<file path="src/acc_pkg.sv">
// Constants for the comparator control block: register map, bit fields, timing.
// Assumes a 50 MHz system clock and a 32-bit AXI4-Lite register bus.
package acc_pkg;
    // ------------------------------------------------------------
    // Bus and register map
    // ------------------------------------------------------------
    localparam int          ADDR_W        = 12;
    localparam logic [11:0] CTL1_IDX      = 12'h059;
    localparam logic [11:0] CTL2_IDX      = 12'h05a;
    localparam logic [11:0] CTL1_ADDR     = 12'(CTL1_IDX * 4);
    localparam logic [11:0] CTL2_ADDR     = 12'(CTL2_IDX * 4);
    localparam logic [11:0] EVT_STAT_ADDR = 12'h170;
    localparam logic [11:0] EVT_MASK_ADDR = 12'h174;
    localparam logic [11:0] GIE_ADDR      = 12'h178;
    localparam logic [1:0]  RESP_OKAY     = 2'h0;
    localparam logic [1:0]  RESP_SLVERR   = 2'h2;
    localparam logic [7:0]  CTL_RST       = 8'h00;
    localparam logic [7:0]  ONE_HOT_0     = 8'h01;

    // ------------------------------------------------------------
    // Control register one fields
    // ------------------------------------------------------------
    localparam int EXCH_B  = 7;
    localparam int RSEL_B  = 6;
    localparam int REF_HI  = 5;
    localparam int REF_LO  = 4;
    localparam int PWR_B   = 3;
    localparam int IES_B   = 2;
    localparam int IE_B    = 1;
    localparam int IFG_B   = 0;

    // ------------------------------------------------------------
    // Control register two fields
    // ------------------------------------------------------------
    localparam int SHORT_B = 7;
    localparam int PSH_B   = 6;
    localparam int MS_HI   = 5;
    localparam int MS_LO   = 3;
    localparam int PSL_B   = 2;
    localparam int FILT_B  = 1;
    localparam int OUT_B   = 0;

    // ------------------------------------------------------------
    // Output filter timing
    // ------------------------------------------------------------
    localparam int         CLK_NS   = 20;
    localparam int         FILT_NS  = 100;
    localparam int         FILT_CYC = (FILT_NS + CLK_NS - 1) / CLK_NS;
    localparam logic [3:0] FILT_MAX = 4'(FILT_CYC - 1);
endpackage

</file>
<file path="src/acc_cond_if.sv">
// Interface between the register logic and the comparator output conditioner.
// Assumes both ends run on the same system clock.
`timescale 1ns/100ps
`default_nettype none
interface acc_cond_if;
    logic enable;
    logic filter_en;
    logic invert;
    logic level;
    logic rise;
    logic fall;
    modport ctrl (output enable, filter_en, invert, input level, rise, fall);
    modport cond (input enable, filter_en, invert, output level, rise, fall);
endinterface
`default_nettype wire

</file>
<file path="src/acc_ctrl.sv">
// Comparator control and status registers behind an AXI4-Lite slave.
// Assumes an asynchronous comparator output and a one-cycle service pulse.
//
// Notes on behaviour
// Reference select routes reference, swapped by exchange.
// Level field: off, quarter or half supply.
// Power bit off means output is invalid.
// Three-bit code picks channels one to seven.
// Two-bit code picks channels zero to two.
// Filter bit routes output through filter.
// Output bit is read-only, writes ignored.
// Exchange swaps terminals and inverts output.
// Flag set on edge chosen by select.
// Flag request needs flag, enable and global enable; masked event status also requests, without global enable.
// Short bit joins plus and minus inputs.
// Control bits reset to zero, drive outputs.
`timescale 1ns/100ps
`default_nettype none
module acc_ctrl (
    // Clock and reset
    input  wire logic                      aclk,
    input  wire logic                      aresetn,
    // AXI4-Lite write channels
    input  wire logic [acc_pkg::ADDR_W-1:0] awaddr,
    input  wire logic                      awvalid,
    output logic                           awready,
    input  wire logic [31:0]               wdata,
    input  wire logic [3:0]                wstrb,
    input  wire logic                      wvalid,
    output logic                           wready,
    output logic [1:0]                     bresp,
    output logic                           bvalid,
    input  wire logic                      bready,
    // AXI4-Lite read channels
    input  wire logic [acc_pkg::ADDR_W-1:0] araddr,
    input  wire logic                      arvalid,
    output logic                           arready,
    output logic [31:0]                    rdata,
    output logic [1:0]                     rresp,
    output logic                           rvalid,
    input  wire logic                      rready,
    // Analog side
    input  wire logic                      comp_raw,
    output logic                           comparator_power_on,
    output logic                           input_exchange,
    output logic                           input_short,
    output logic [1:0]                     reference_level,
    output logic                           ref_on_minus,
    output logic [7:0]                     plus_chan_sel,
    output logic [7:0]                     minus_chan_sel,
    output logic                           output_filter_enable,
    // Interrupt
    input  wire logic                      irq_ack,
    output logic                           irq
);
    import acc_pkg::*;

    acc_cond_if cif ();

    logic [ADDR_W-1:0] aw_addr_r;
    logic              aw_held_r;
    logic [7:0]        w_data_r;
    logic              w_lane_r;
    logic              w_held_r;
    logic              aw_hs;
    logic              w_hs;
    logic              ar_hs;
    logic              wr_do;
    logic              wr_lane;
    logic [7:0]        comparator_control_one_r;
    logic [7:0]        comparator_control_two_r;
    logic [7:0]        ctl1_nxt;
    logic [7:0]        ctl2_nxt;
    logic              evt_stat_r;
    logic              evt_mask_r;
    logic              gie_r;
    logic              edge_evt;
    logic [7:0]        oh2;
    logic [7:0]        oh3;
    logic [1:0]        code2;
    logic [2:0]        code3;
    logic [7:0]        rd_byte;
    logic              rd_ok;

    // ------------------------------------------------------------
    // Output conditioner
    // ------------------------------------------------------------
    acc_out_cond u_cond (
        .aclk    (aclk),
        .aresetn (aresetn),
        .comp_raw(comp_raw),
        .c       (cif.cond)
    );

    assign cif.enable    = comparator_power_on;
    assign cif.filter_en = output_filter_enable;
    assign cif.invert    = input_exchange;
    assign edge_evt = comparator_control_one_r[IES_B] ? cif.fall : cif.rise;

    // ------------------------------------------------------------
    // Write address and data channels
    // ------------------------------------------------------------
    assign aw_hs   = awvalid & awready;
    assign w_hs    = wvalid & wready;
    assign ar_hs   = arvalid & arready;
    assign wr_do   = aw_held_r & w_held_r & ~bvalid;
    assign wr_lane = wr_do & w_lane_r;

    always_ff @(posedge aclk) begin
        if (!aresetn) begin
            aw_held_r <= 1'b0;
            aw_addr_r <= '0;
            awready   <= 1'b0;
        end else begin
            if (aw_hs) begin
                aw_held_r <= 1'b1;
                aw_addr_r <= awaddr;
            end else if (wr_do) begin
                aw_held_r <= 1'b0;
            end
            awready <= ~((aw_held_r & ~wr_do) | aw_hs);
        end
    end

    always_ff @(posedge aclk) begin
        if (!aresetn) begin
            w_held_r <= 1'b0;
            w_data_r <= 8'h00;
            w_lane_r <= 1'b0;
            wready   <= 1'b0;
        end else begin
            if (w_hs) begin
                w_held_r <= 1'b1;
                w_data_r <= wdata[7:0];
                w_lane_r <= wstrb[0];
            end else if (wr_do) begin
                w_held_r <= 1'b0;
            end
            wready <= ~((w_held_r & ~wr_do) | w_hs);
        end
    end

    always_ff @(posedge aclk) begin
        if (!aresetn) begin
            bvalid <= 1'b0;
            bresp  <= RESP_OKAY;
        end else if (wr_do) begin
            bvalid <= 1'b1;
            bresp  <= (aw_addr_r == CTL1_ADDR || aw_addr_r == CTL2_ADDR ||
                       aw_addr_r == EVT_STAT_ADDR || aw_addr_r == EVT_MASK_ADDR ||
                       aw_addr_r == GIE_ADDR) ? RESP_OKAY : RESP_SLVERR;
        end else if (bready) begin
            bvalid <= 1'b0;
        end
    end

    // ------------------------------------------------------------
    // Control registers
    // ------------------------------------------------------------
    always_comb begin
        ctl1_nxt = comparator_control_one_r;
        ctl2_nxt = comparator_control_two_r;
        if (irq_ack) begin
            ctl1_nxt[IFG_B] = 1'b0;
        end
        if (wr_lane && aw_addr_r == CTL1_ADDR) begin
            ctl1_nxt = w_data_r;
        end
        if (wr_lane && aw_addr_r == CTL2_ADDR) begin
            ctl2_nxt[7:1] = w_data_r[7:1];
        end
        if (edge_evt) begin
            ctl1_nxt[IFG_B] = 1'b1;
        end
        ctl2_nxt[OUT_B] = cif.level;
    end

    always_ff @(posedge aclk) begin
        if (!aresetn) begin
            comparator_control_one_r <= CTL_RST;
            comparator_control_two_r <= CTL_RST;
        end else begin
            comparator_control_one_r <= ctl1_nxt;
            comparator_control_two_r <= ctl2_nxt;
        end
    end

    // ------------------------------------------------------------
    // Analog controls
    // ------------------------------------------------------------
    always_comb begin
        code2 = {ctl2_nxt[PSH_B], ctl2_nxt[PSL_B]};
        code3 = ctl2_nxt[MS_HI:MS_LO];
        oh2   = (code2 == 2'h0) ? 8'h00 : ONE_HOT_0 << (code2 - 2'h1);
        oh3   = (code3 == 3'h0) ? 8'h00 : ONE_HOT_0 << code3;
    end

    always_ff @(posedge aclk) begin
        if (!aresetn) begin
            comparator_power_on  <= 1'b0;
            input_exchange       <= 1'b0;
            input_short          <= 1'b0;
            reference_level      <= 2'h0;
            ref_on_minus         <= 1'b0;
            plus_chan_sel        <= 8'h00;
            minus_chan_sel       <= 8'h00;
            output_filter_enable <= 1'b0;
        end else begin
            comparator_power_on  <= ctl1_nxt[PWR_B];
            input_exchange       <= ctl1_nxt[EXCH_B];
            input_short          <= ctl2_nxt[SHORT_B];
            reference_level      <= ctl1_nxt[REF_HI:REF_LO];
            ref_on_minus         <= ctl1_nxt[RSEL_B] ^ ctl1_nxt[EXCH_B];
            plus_chan_sel        <= ctl1_nxt[EXCH_B] ? oh3 : oh2;
            minus_chan_sel       <= ctl1_nxt[EXCH_B] ? oh2 : oh3;
            output_filter_enable <= ctl2_nxt[FILT_B];
        end
    end

    // ------------------------------------------------------------
    // Event status, mask, global enable and interrupt
    // ------------------------------------------------------------
    always_ff @(posedge aclk) begin
        if (!aresetn) begin
            evt_stat_r <= 1'b0;
        end else if (edge_evt) begin
            evt_stat_r <= 1'b1;
        end else if (wr_lane && aw_addr_r == EVT_STAT_ADDR && w_data_r[0]) begin
            evt_stat_r <= 1'b0;
        end
    end

    always_ff @(posedge aclk) begin
        if (!aresetn) begin
            evt_mask_r <= 1'b0;
            gie_r      <= 1'b0;
        end else begin
            if (wr_lane && aw_addr_r == EVT_MASK_ADDR) begin
                evt_mask_r <= w_data_r[0];
            end
            if (wr_lane && aw_addr_r == GIE_ADDR) begin
                gie_r <= w_data_r[0];
            end
        end
    end

    always_ff @(posedge aclk) begin
        if (!aresetn) begin
            irq <= 1'b0;
        end else begin
            irq <= (ctl1_nxt[IFG_B] & ctl1_nxt[IE_B] & gie_r) |
                   (evt_stat_r & evt_mask_r);
        end
    end

    // ------------------------------------------------------------
    // Read channel
    // ------------------------------------------------------------
    always_comb begin
        rd_ok   = 1'b1;
        rd_byte = 8'h00;
        case (araddr)
            CTL1_ADDR:     rd_byte = comparator_control_one_r;
            CTL2_ADDR:     rd_byte = {comparator_control_two_r[7:1], cif.level};
            EVT_STAT_ADDR: rd_byte = {7'h00, evt_stat_r};
            EVT_MASK_ADDR: rd_byte = {7'h00, evt_mask_r};
            GIE_ADDR:      rd_byte = {7'h00, gie_r};
            default:       rd_ok   = 1'b0;
        endcase
    end

    always_ff @(posedge aclk) begin
        if (!aresetn) begin
            arready <= 1'b0;
            rvalid  <= 1'b0;
            rdata   <= 32'h0000_0000;
            rresp   <= RESP_OKAY;
        end else begin
            arready <= ~ar_hs & ~(rvalid & ~rready);
            if (ar_hs) begin
                rvalid <= 1'b1;
                rdata  <= {24'h00_0000, rd_byte};
                rresp  <= rd_ok ? RESP_OKAY : RESP_SLVERR;
            end else if (rready) begin
                rvalid <= 1'b0;
            end
        end
    end
endmodule
`default_nettype wire

</file>
<file path="src/acc_out_cond.sv">
// Comparator output conditioner: synchroniser, filter, inversion and edge pulses.
// Assumes the raw comparator output is asynchronous to the clock.
`timescale 1ns/100ps
`default_nettype none
module acc_out_cond (
    // Clock and reset
    input  wire logic aclk,
    input  wire logic aresetn,
    // Analog side
    input  wire logic comp_raw,
    // Register side
    acc_cond_if.cond  c
);
    import acc_pkg::*;

    logic       sync1_r;
    logic       sync2_r;
    logic       filt_r;
    logic [3:0] cnt_r;
    logic       lvl_nxt;

    // ------------------------------------------------------------
    // Synchroniser and filter
    // ------------------------------------------------------------
    always_ff @(posedge aclk) begin
        if (!aresetn) begin
            sync1_r <= 1'b0;
            sync2_r <= 1'b0;
        end else begin
            sync1_r <= comp_raw;
            sync2_r <= sync1_r;
        end
    end

    // The filtered level follows the input only after it has held steady.
    always_ff @(posedge aclk) begin
        if (!aresetn) begin
            filt_r <= 1'b0;
            cnt_r  <= 4'h0;
        end else if (sync2_r == filt_r) begin
            cnt_r <= 4'h0;
        end else if (cnt_r == FILT_MAX) begin
            filt_r <= sync2_r;
            cnt_r  <= 4'h0;
        end else begin
            cnt_r <= cnt_r + 4'h1;
        end
    end

    // ------------------------------------------------------------
    // Level and edges
    // ------------------------------------------------------------
    always_comb begin
        lvl_nxt = c.enable & ((c.filter_en ? filt_r : sync2_r) ^ c.invert);
    end

    always_ff @(posedge aclk) begin
        if (!aresetn) begin
            c.level <= 1'b0;
            c.rise  <= 1'b0;
            c.fall  <= 1'b0;
        end else begin
            c.level <= lvl_nxt;
            c.rise  <= lvl_nxt & ~c.level;
            c.fall  <= ~lvl_nxt & c.level;
        end
    end
endmodule
`default_nettype wire

</file>
<file path="config.mk">
export PLATFORM = sky130hd
export DESIGN_NAME = acc_ctrl
export DESIGN_NICKNAME = d
export VERILOG_FILES = /design/src/acc_pkg.sv /design/src/acc_cond_if.sv /design/src/acc_ctrl.sv /design/src/acc_out_cond.sv
export SDC_FILE = /design/constraint.sdc
export NUM_CORES = 1
export LEC_CHECK = 0
export BUFFER_PORTS_ARGS = -buffer_cell sky130_fd_sc_hd__buf_2
export CORE_UTILIZATION = 49
export DETAILED_ROUTE_END_ITERATION = 8
export GPL_TIMING_DRIVEN = 0
export PLACE_DENSITY = 0.8
export SLEW_MARGIN = 25
export SYNTH_ARGS = -nofsm -noshare
export SYNTH_HDL_FRONTEND = slang
export SYNTH_SLANG_ARGS = --single-unit
</file>
<file path="constraint.sdc">
create_clock -name aclk -period 2.3 [get_ports aclk]
set_input_delay 0.345 -clock aclk [delete_from_list [all_inputs] [get_ports aclk]]
set_output_delay 0.345 -clock aclk [all_outputs]
set_load 0.02 [all_outputs]
</file>
### After elaboration in Yosys (flattened, before gate mapping)

Cells that the tools add are included.

| word-level totals | value |
|---|---|
| bits in registers | 93 |
| input bits | 69 |
| logic and storage cells | 126 |

| cells by class | value |
|---|---|
| add/sub/neg operators | 2 |
| reductions and logical operators | 20 |
| bitwise operators | 32 |
| eq/ne operators | 12 |
| shift operators | 2 |
| muxes and demuxes | 23 |

Operators by type and width:

| operator | number |
|---|---|
| == test 12 x 9 -> 1 bit, second input constant | 10 |
| two-way mux 8 bit | 5 |
| one-hot mux 8 bit (5 select lines) | 1 |
| AND 1 bit | 16 |
| two-way mux 1 bit | 14 |
| NOT 1 bit | 11 |
| nonzero test 2 bit | 5 |
| << shifter 1 x 2 -> 8 bit, first input constant | 1 |
| << shifter 1 x 3 -> 8 bit, first input constant | 1 |
| two-way mux 7 bit | 1 |
| logical AND 1 bit | 6 |
| OR reduction 5 bit | 1 |
| adder 4 x 1 -> 4 bit, second input constant | 1 |
| == test 4 x 3 -> 1 bit, second input constant | 1 |
| logical OR 1 bit | 4 |
| two-way mux 2 bit | 2 |
| zero test 3 bit | 1 |
| OR 1 bit | 3 |
| OR reduction 3 bit | 1 |
| zero test 2 bit | 1 |
| AND reduction 2 bit | 1 |
| subtractor 2 x 1 -> 2 bit, second input constant | 1 |
| bitwise XOR 1 bit | 2 |
| == test 1 bit | 1 |

### Longest topological paths before layout

Gate-level depths: netlist of the first run.

| depth | value |
|---|---|
| depth in word-level cells | 9 |
| mapped depth | 7 |

### Cells and area by module

A second synthesis of the first run with hierarchy kept.

| unflattened totals | value |
|---|---|
| cell total of the unflattened synthesis | 403 |
| area, all modules | 3594.7 sq um |

Modules (own cells, without submodules):

| module | area each (sq um) | cells each | instances |
|---|---|---|---|
| acc_ctrl | 3219.3 | 366 | 1 |
| acc_out_cond | 375.4 | 37 | 1 |

### Worst setup path after synthesis of the first run

OpenSTA, ideal clock, no wires.

| path | value |
|---|---|
| path type | register to register |
| from | register bvalid |
| to | register minus_chan_sel[1] |
| clock period less this slack | 1.718 ns |
| data required time | 2.240 ns |
| setup slack | 0.582 ns |
| stages on the path, launching flop included | 6 |
| arrival time | 1.658 ns |
| cells stage by stage | dfxtp_1 > and4b_2 > and4_1 > or4b_1 > nand3_1 > o311a_1 |

| between the ends | value |
|---|---|
| longest elaborated chain between the ends | 9 |

Ends and longest elaborated chain:

| element | line | text |
|---|---|---|
| start: declaration | acc_ctrl.sv:32 | `output logic bvalid,` |
| start signal: assignment | acc_ctrl.sv:145 | `bvalid <= 1'b0;` |
| start signal: assignment | acc_ctrl.sv:148 | `bvalid <= 1'b1;` |
| start signal: assignment | acc_ctrl.sv:153 | `bvalid <= 1'b0;` |
| NOT 1 bit (*) | acc_ctrl.sv:106 | `assign wr_do = aw_held_r & w_held_r & ~bvalid;` |
| AND 1 bit (*) | acc_ctrl.sv:106 |  |
| AND 1 bit (*) | acc_ctrl.sv:107 | `assign wr_lane = wr_do & w_lane_r;` |
| logical AND 1 bit | acc_ctrl.sv:169 | `if (wr_lane && aw_addr_r == CTL2_ADDR) begin` |
| two-way mux 7 bit | acc_ctrl.sv:169 |  |
| subtractor 2 x 1 -> 2 bit | acc_ctrl.sv:194 | `oh2 = (code2 == 2'h0) ? 8'h00 : ONE_HOT_0 << (code2 - 2'h1);` |
| << shifter 1 x 2 -> 8 bit | acc_ctrl.sv:194 |  |
| two-way mux 8 bit | acc_ctrl.sv:194 |  |
| two-way mux 8 bit (*) | acc_ctrl.sv:215 | `minus_chan_sel <= ctl1_nxt[EXCH_B] ? oh2 : oh3;` |
| end signal: assignment | acc_ctrl.sv:215 |  |
| end: declaration | acc_ctrl.sv:50 | `output logic [7:0] minus_chan_sel,` |

Mark *: on every way between the ends. The rest lies on a longest branch, timed or not.
A chain may end at the register's enable or synchronous reset.

### Worst setup path in the final report of the first run

| path | value |
|---|---|
| from | register aw_addr_r[9] |
| to | register plus_chan_sel[3] |

| between the ends | value |
|---|---|
| longest elaborated chain between the ends | 7 |

Ends and longest elaborated chain:

| element | line | text |
|---|---|---|
| start: declaration | acc_ctrl.sv:60 | `logic [ADDR_W-1:0] aw_addr_r;` |
| start signal: assignment | acc_ctrl.sv:117 | `aw_addr_r <= awaddr;` |
| == test 12 x 9 -> 1 bit | acc_ctrl.sv:169 |  |
| logical AND 1 bit | acc_ctrl.sv:169 |  |
| two-way mux 7 bit | acc_ctrl.sv:169 |  |
| subtractor 2 x 1 -> 2 bit | acc_ctrl.sv:194 |  |
| << shifter 1 x 2 -> 8 bit | acc_ctrl.sv:194 |  |
| two-way mux 8 bit | acc_ctrl.sv:194 |  |
| two-way mux 8 bit (*) | acc_ctrl.sv:214 | `plus_chan_sel <= ctl1_nxt[EXCH_B] ? oh3 : oh2;` |
| end signal: assignment | acc_ctrl.sv:214 |  |
| end: declaration | acc_ctrl.sv:49 | `output logic [7:0] plus_chan_sel,` |

Marks and branches as above.

==> results_dict.tcl, run 1 <==
set metrics [dict create \
    syn_area_um2 3610 \
    setup_violations 0 \
    root_buffer "clkbuf_8" \
    die_x_um 87.8 \
    route.detailed.drc 0 \
    async_flop_share 0 \
    place_area_um2 4220 \
    worstSkewPairLatency_ps 360 \
    fin_skew_ps 12.6 \
    slew_headroom 0.544 \
    cts_resized 0 \
    end_kind "register" \
    postCtsSetupBuffers 0 \
    path_clk_slew_ps 80 \
    drt_iter0_markers 280 \
    worst_slew_pin_slew_ps 679 \
    rows 30 \
    grt_max_degree 14 \
    routedWlPerCell_um 13.1 \
    drv_slew 0 \
    finalSetupTns_ps 0 \
    first_pass_iters 5 \
    leakagePower_nw 2.00 \
    cts_tree "yes" \
    ys.flop_type "dfxtp_1" \
    antennaDiodeCount 0 \
    layout_commonest_cell "dfxtp_1" \
    holdWs_ps 193 \
    grt_pass1_vias 2799 \
    hold_class "primary input to register" \
    cap_violations 0 \
    syn_to_final_growth_pct 22.5 \
    postLayoutCellArea_um2 4420 \
    gr-usage-all-layers 0.217 \
    final_cell_mix "84 x dfxtp_1, 80 x buf_2, 69 x nand2_1, 41 x nor2_1, 40 x a21oi_1" \
    die_area_um2 7710 \
    netlist_instances 410 \
    cts_hold_buf 0 \
    hpwl_um 6020 \
    start_kind "register" \
    synth_top_cell_area_share 0.466 \
    synth_edf_count 0 \
    power_density_nw_per_um2 641 \
    drive_above_1_share 0.264 \
    fin_nets 596 \
    rsz0062_at_grt "no" \
    cp.arrival_ps 2210 \
    num_vias 3165 \
    grt_overflow_total 0 \
    drt_wl_total_um 8200 \
    fin_crit_ps 1920 \
    clock.fmax_ghz 0.521 \
    cts_buffers 9 \
    finalCritPeriodShare 0.835 \
    synthTopCellsByArea "dfxtp_1 47%, nand2_1 7.2%, buf_4 6.4%, a21oi_1 5.5%, nor2_1 4.3%" \
    cts_buffer_depth 2 \
    worstPathRequired_ps 2590 \
    hold_viol_final 0 \
    coreArea_um2 6940 \
    synth.avg_cell_area_um2 8.80 \
    place_congestion 0.814 \
    grt_antenna_before_repair 0 \
    yosysSeqAreaShare 0.466 \
    yosys_warnings 0 \
    die_y_um 87.8 \
    start_util 0.520 \
    status "finished clean" \
    grt_pass1_wl_um 12800 \
    portBuffers 79 \
    worstSetupPathType "register to register" \
    synth_cell_types 54 \
    viasPerCell 5.06 \
    pin_count 134 \
    ir_drop_uv 317 \
    synth_area_leader_cell "dfxtp_1" \
    cts_sinks 84 \
    critPathMaxFanout 10 \
    htreeDepth 3 \
    synth-seq-cells 84 \
    drt.antenna.violating_nets 0 \
]
synthesized netlist by cell type (all sizes together) (5+ instances only):
| library cell | instances |
|---|---|
| a22o | 7 |
| mux2i | 12 |
| a22oi | 7 |
| buf | 35 |
| and2 | 6 |
| nand2 | 69 |
| o21ai | 5 |
| nor3 | 7 |
| inv | 8 |
| nor2 | 41 |
| dfxtp | 84 |
| nor4b | 6 |
| nor3b | 6 |
| a21oi | 40 |
| clkbuf | 13 |
| nand3 | 10 |
metrics by stage:
| stage | setup WS (ps) | instances | utilization | total power, mW |
|---|---|---|---|---|
| finish | 379 | 626 | 0.637 | 2.83 |
| global route | 201 | 626 | 0.637 | 2.94 |
| CTS | 386 | 626 | 0.637 | 2.85 |
| detailed placement | 323 | 610 | 0.607 | 1.80 |
| global placement | 417 | 610 | 0.607 | 1.79 |
| floorplan | 582 | 435 | - | 1.72 |
final cells by class:
| cell class | count | area, um2 |
|---|---|---|
| plain buffers | 49 | 325 |
| clock inverters | 4 | 47.5 |
| repair buffers | 79 | 395 |
| clock buffers | 12 | 155 |
| multi-input cells | 294 | 1670 |
| inverters | 8 | 30.0 |
| flip-flops and latches | 84 | 1680 |
| well taps | 96 | 120 |
| fillers | 589 | 2520 |
cells by family after synthesis:
logic type,share of synthesized area
simple gates,0.243
xor+xnor,0.0146
other cells,0.00104
mux,0.0416
flops,0.466
compound gates,0.128
buf+inv,0.0985
fa+ha+maj,0.00693
power breakdown:
group          internal [mW]  leakage (nW)  switching (mW)
Combinational          0.103          1.22           0.152
Sequential              1.48         0.681          0.0288
Clock                  0.558         0.102           0.507
critical path, cell delays in order, from the launching register on:
cell	delay (ps)
dfxtp_1	340
nor4b_4	400
nand4_1	280
clkbuf_1	290
nor3_1	260
o21ai_0	160
nor2_1	110
flip-flops by register name (all words and copies together), names as in the netlist, 4 cells and up:
signal / count
plus_chan_sel: 8
rdata: 8
comparator_control_one_r: 8
u_cond.cnt_r: 4
aw_addr_r: 12
minus_chan_sel: 8
w_data_r: 8
comparator_control_two_r: 7
path summary, 6_finish.rpt:
path	startpoint	to	slack (ps)	depth (start not counted)
hold / removal	comp_raw	u_cond.sync1_r	190	2
setup reg to reg	aw_addr_r[9]	plus_chan_sel[3]	380	6
setup / recovery	aw_addr_r[9]	plus_chan_sel[3]	380	6
hold reg to reg	u_cond.sync1_r	u_cond.sync2_r	440	1
metal layers:
metal / track usage / part of all wire
met1: 0.280 / 0.45
met2: 0.363 / 0.47
met3: 0.0339 / 0.066
met4: 0.0864 / 0.015
met5: 0 / 0
Note: power is estimated with default switching activity, not from simulation.
==> inputs of run 2 (changes only) <==
==> constraint.sdc (replaced) <==
create_clock -name aclk -period 2 [get_ports aclk]
set_input_delay 0.3 -clock aclk [delete_from_list [all_inputs] [get_ports aclk]]
set_output_delay 0.3 -clock aclk [all_outputs]
set_load 0.02 [all_outputs]
==> run 2 against run 1 <==
- wire length is 0.66% higher
- total power is 15% higher
- combinational power is 15% higher
- non-clock buffer count is 2 higher
- worst setup slack worse by 250 ps
- worst hold slack worse by 45 ps
==> results_dict.tcl, run 2 (synthesized netlist as in run 1, its figures left out) <==
set metrics [dict create \
    path_clk_slew_ps 80 \
    routedWlPerCell_um 13.1 \
    dpl_worst_slack_ps 68.4 \
    fin_ws_ps 124 \
    coreArea_um2 6940 \
    worstSetupPathType "register to register" \
    min_delay_path_depth 2 \
    r2r_slack_ps 120 \
    rows 30 \
    leakagePower_nw 2.01 \
    power_density_nw_per_um2 735 \
    slew_headroom 0.524 \
    drt.antenna.violating_nets 0 \
    die_x_um 87.8 \
    cts_tree "yes" \
    grt_max_degree 14 \
    worstSkewPairLatency_ps 360 \
    worst_slew_pin_slew_ps 708 \
    drt_wl_total_um 8250 \
    final_cell_mix "84 x dfxtp_1, 80 x buf_2, 69 x nand2_1, 41 x nor2_1, 40 x a21oi_1" \
    min_from "comp_raw" \
    cp.arrival_ps 2180 \
    syn_to_final_growth_pct 22.9 \
    place_area_um2 4220 \
    route.detailed.drc 0 \
    setup_violations 0 \
    gr-usage-all-layers 0.217 \
    status "finished clean" \
    drv_slew 0 \
    hold_class "primary input to register" \
    fin_crit_ps 1880 \
    place_congestion 0.814 \
    layout_commonest_cell "dfxtp_1" \
    antennaDiodeCount 0 \
    cts_hold_buf 0 \
    die_area_um2 7710 \
    end_kind "register" \
    grt_pass1_wl_um 12800 \
    largest_reg_flops 12 \
    root_buffer "clkbuf_8" \
    ir_drop_uv 365 \
    cts_sinks 84 \
    viasPerCell 5.05 \
    num_vias 3172 \
    finalCritPeriodShare 0.938 \
    worstReg2RegStart "aw_addr_r[9]" \
    final_util 0.639 \
    hpwl_um 6020 \
    cap_violations 0 \
    rr_worst_depth 6 \
    drive_above_1_share 0.267 \
    worstSetupStartpoint "aw_addr_r[9]" \
    top_register "aw_addr_r" \
    hold_viol_final 0 \
    start_kind "register" \
    fin_skew_ps 11.9 \
    die_y_um 87.8 \
    drt_iter0_markers 244 \
    cts_buffers 9 \
    grt_antenna_before_repair 0 \
    critPathMaxFanout 5 \
    pin_count 134 \
    cts_buffer_depth 2 \
    fin_nets 598 \
    grt_overflow_total 0 \
    cts_resized 0 \
    nFillCells 584 \
    portBuffers 79 \
    first_pass_iters 5 \
    grt_pass1_vias 2799 \
    clock.fmax_ghz 0.533 \
    worstPathRequired_ps 2300 \
    start_util 0.520 \
    p_total_mw 3.26 \
    postLayoutCellArea_um2 4440 \
    htreeDepth 3 \
]
==> run 2: cell count changes in the layout (fill, tap and decap cells not counted) <==
cell,previous run,this run
buf_4,31,33
==> run 2: per-stage QoR <==
step	cells	hold slack [ps]	setup TNS, ps
floorplan	435	408	0
global route	628	154	-1.36
detailed placement	610	423	0
finish	628	148	0
CTS	626	142	0
global placement	610	419	0
==> run 2: area by class of cell <==
class	count	area, um2	share of cell area
clock inverters	4	47.5	0.0107
plain buffers	49	325	0.0733
repair buffers	81	410	0.0925
clock buffers	12	155	0.0350
inverters	8	30.0	0.00677
multi-input cells	294	1670	0.375
flip-flops and latches	84	1680	0.379
well taps	96	120	0.0271
==> run 2: where the power goes <==
part	internal (mW)	switching (mW)	total, mW
logic	0.119	0.174	0.293
clock network	0.642	0.585	1.23
registers	1.71	0.0331	1.74
total	2.47	0.792	3.26
==> run 2: repair_timing <==
action / CTS / global route
endpoints found under the hold margin: 0 / 0
setup endpoints to repair: 0 / 6
setup buffers: 0 / 2
==> run 2: worst paths after layout <==
kind / to
worst min register to register: u_cond.sync2_r
worst min-delay path: u_cond.sync1_r
worst max-delay path: plus_chan_sel[2]
worst max register to register: plus_chan_sel[2]
==> run 2: routing by layer <==
layer	routed length, um	share of wire	up-vias	global-route usage
met5	0	0	-	0
met4	114	0.014	0	0.0864
met3	552	0.067	7	0.0339
met2	3890	0.47	140	0.363
li1	-	-	1585	-
met1	3700	0.45	1440	0.280
==> run 2: critical path: stages, from the launching register on <==
cell and delay, ps:
dfxtp_1 340, nor4b_4 400, nand4_1 210, buf_4 190
or4_1 410, nand3_1 110, o211a_1 150
==> inputs of run 3 (changes only) <==
--- a/config.mk
+++ b/config.mk
@@ -6,10 +6,11 @@
 export NUM_CORES = 1
 export LEC_CHECK = 0
 export BUFFER_PORTS_ARGS = -buffer_cell sky130_fd_sc_hd__buf_2
-export CORE_UTILIZATION = 49
+export CORE_UTILIZATION = 53
+export CTS_CLUSTER_DIAMETER = 120
 export DETAILED_ROUTE_END_ITERATION = 8
 export GPL_TIMING_DRIVEN = 0
-export PLACE_DENSITY = 0.8
+export PLACE_DENSITY = 0.85
 export SLEW_MARGIN = 25
 export SYNTH_ARGS = -nofsm -noshare
 export SYNTH_HDL_FRONTEND = slang
==> constraint.sdc (replaced) <==
create_clock -name aclk -period 2.23 [get_ports aclk]
set_input_delay 0.3345 -clock aclk [delete_from_list [all_inputs] [get_ports aclk]]
set_output_delay 0.3345 -clock aclk [all_outputs]
set_load 0.02 [all_outputs]
==> run 3 against run 2 <==
- the flow now finishes with violations (DRC)
- cell area shrank 0.45%
- die area shrank 7.4%
- largest power group unchanged
- worst setup slack gained 140 ps
- sequential power shrank 10%
- maximum frequency shrank 4.5%
- combinational power shrank 9.6%
- sequential cell count is the same
- total power shrank 8.3%
==> results_dict.tcl, run 3 (synthesized netlist as in run 1, its figures left out) <==
set metrics [dict create \
    status "finished, violations left" \
    violations "DRC" \
    use_met1 0.306 \
    final_cell_mix "84 x dfxtp_1, 80 x buf_2, 69 x nand2_1, 41 x nor2_1, 40 x a21oi_1" \
    num_vias 3163 \
    cts_sinks 84 \
    cts_resized 0 \
    syn_to_final_growth_pct 22.4 \
    hpwl_um 5990 \
    start_util 0.559 \
    fin_skew_ps 6.88 \
    max_stage_delay_ps 390 \
    layout_commonest_cell "dfxtp_1" \
    p_total_mw 2.99 \
    cp.arrival_ps 2250 \
    grt_pass1_vias 2855 \
    setup_violations 0 \
    end_kind "register" \
    dpl_worst_slack_ps 288 \
    rows 29 \
    start_kind "register" \
    grt_max_degree 14 \
    drt.antenna.violating_nets 0 \
    clock.fmax_ghz 0.509 \
    worstSetupPathType "register to register" \
    hold_class "primary input to register" \
    worst_slew_pin_slew_ps 755 \
    viasPerCell 5.21 \
    rsz0062_at_grt "no" \
    postCtsSetupBuffers 0 \
    grt.met2_usage 0.390 \
    die_area_um2 7140 \
    grt_pass1_wl_um 13200 \
    first_pass_iters 7 \
    portBuffers 79 \
    fin_nets 596 \
    critPathMaxFanout 10 \
    path_clk_slew_ps 80 \
    grt_antenna_before_repair 0 \
    nFillCells 522 \
    ir_drop_uv 511 \
    route.detailed.drc 20 \
    gr-usage-all-layers 0.232 \
    cp_slowest_cell "nor4b_4" \
    antennaDiodeCount 0 \
    worstPathRequired_ps 2520 \
    finalCritPeriodShare 0.881 \
    die_x_um 84.5 \
    leakagePower_nw 2.01 \
    final_util 0.684 \
    fin_crit_ps 1960 \
    largest_reg_flops 12 \
    drv_slew 0 \
    die_y_um 84.5 \
    pin_count 134 \
    hold_viol_final 0 \
    coreArea_um2 6460 \
    slew_headroom 0.493 \
    top_register "aw_addr_r" \
    finalSetupTns_ps 0 \
    cts_hold_buf 0 \
    grt_overflow_total 0 \
    drt_wl_total_um 8200 \
    cap_violations 0 \
    cts_buffers 9 \
    cts_tree "yes" \
    routedWlPerCell_um 13.5 \
    place_congestion 0.847 \
    crit_chain "nor4b_4 > nand4_1 > clkbuf_1 > nor3_1 > o21ai_0 > nor2_1" \
    power_density_nw_per_um2 677 \
    cts_buffer_depth 2 \
    worstSkewPairLatency_ps 350 \
    fin_ws_ps 265 \
    htreeDepth 3 \
    busiest_layer "met2" \
    root_buffer "clkbuf_8" \
    grtUsageMet3 0.0344 \
    drt_iter0_markers 253 \
    drive_above_1_share 0.264 \
]
[run 3: worst max-delay path: cells and delay by family (launching register included)]
kind	cells	cell delay (ps)
compound gates	1	150
buf+inv	1	330
flops	1	340
simple gates	4	1070
[run 3: final timing paths]
| kind | from | end | slack, ps | cells after the start |
|---|---|---|---|---|
| setup / recovery | aw_addr_r[9] | minus_chan_sel[3] | 270 | 6 |
| hold / removal | comp_raw | u_cond.sync1_r | 190 | 2 |
| hold reg to reg | u_cond.sync1_r | u_cond.sync2_r | 460 | 1 |
| setup reg to reg | aw_addr_r[9] | minus_chan_sel[3] | 270 | 6 |
[run 3: layout make-up]
cell class | instances | area, um2 | share of cell area
repair buffers | 79 | 395 | 0.0895
clock inverters | 2 | 38.8 | 0.00878
well taps | 77 | 96.3 | 0.0218
multi-input cells | 294 | 1670 | 0.377
flip-flops and latches | 84 | 1680 | 0.381
clock buffers | 14 | 183 | 0.0414
inverters | 8 | 30.0 | 0.00680
plain buffers | 49 | 325 | 0.0737
[run 3: metrics by stage]
| step | hold slack [ps] | std cells | instance area [um2] |
|---|---|---|---|
| final | 188 | 607 | 4420 |
| after global routing | 198 | 607 | 4420 |
| after CTS | 187 | 607 | 4420 |
| after detailed placement | 439 | 591 | 4190 |
| after global placement | 418 | 591 | 4190 |
| after floorplan | 408 | 435 | 3700 |
[run 3: report_power, final]
part / total, mW / switching (mW) / internal, mW
combinational: 0.265 / 0.158 / 0.107
clock: 1.17 / 0.521 / 0.645
sequential: 1.56 / 0.0292 / 1.53
total: 2.99 / 0.708 / 2.28
[run 3: layer usage]
layer,share of wire,routed length [um]
met2,0.46,3810
met3,0.077,631
met1,0.44,3640
met5,0,0
met4,0.016,128
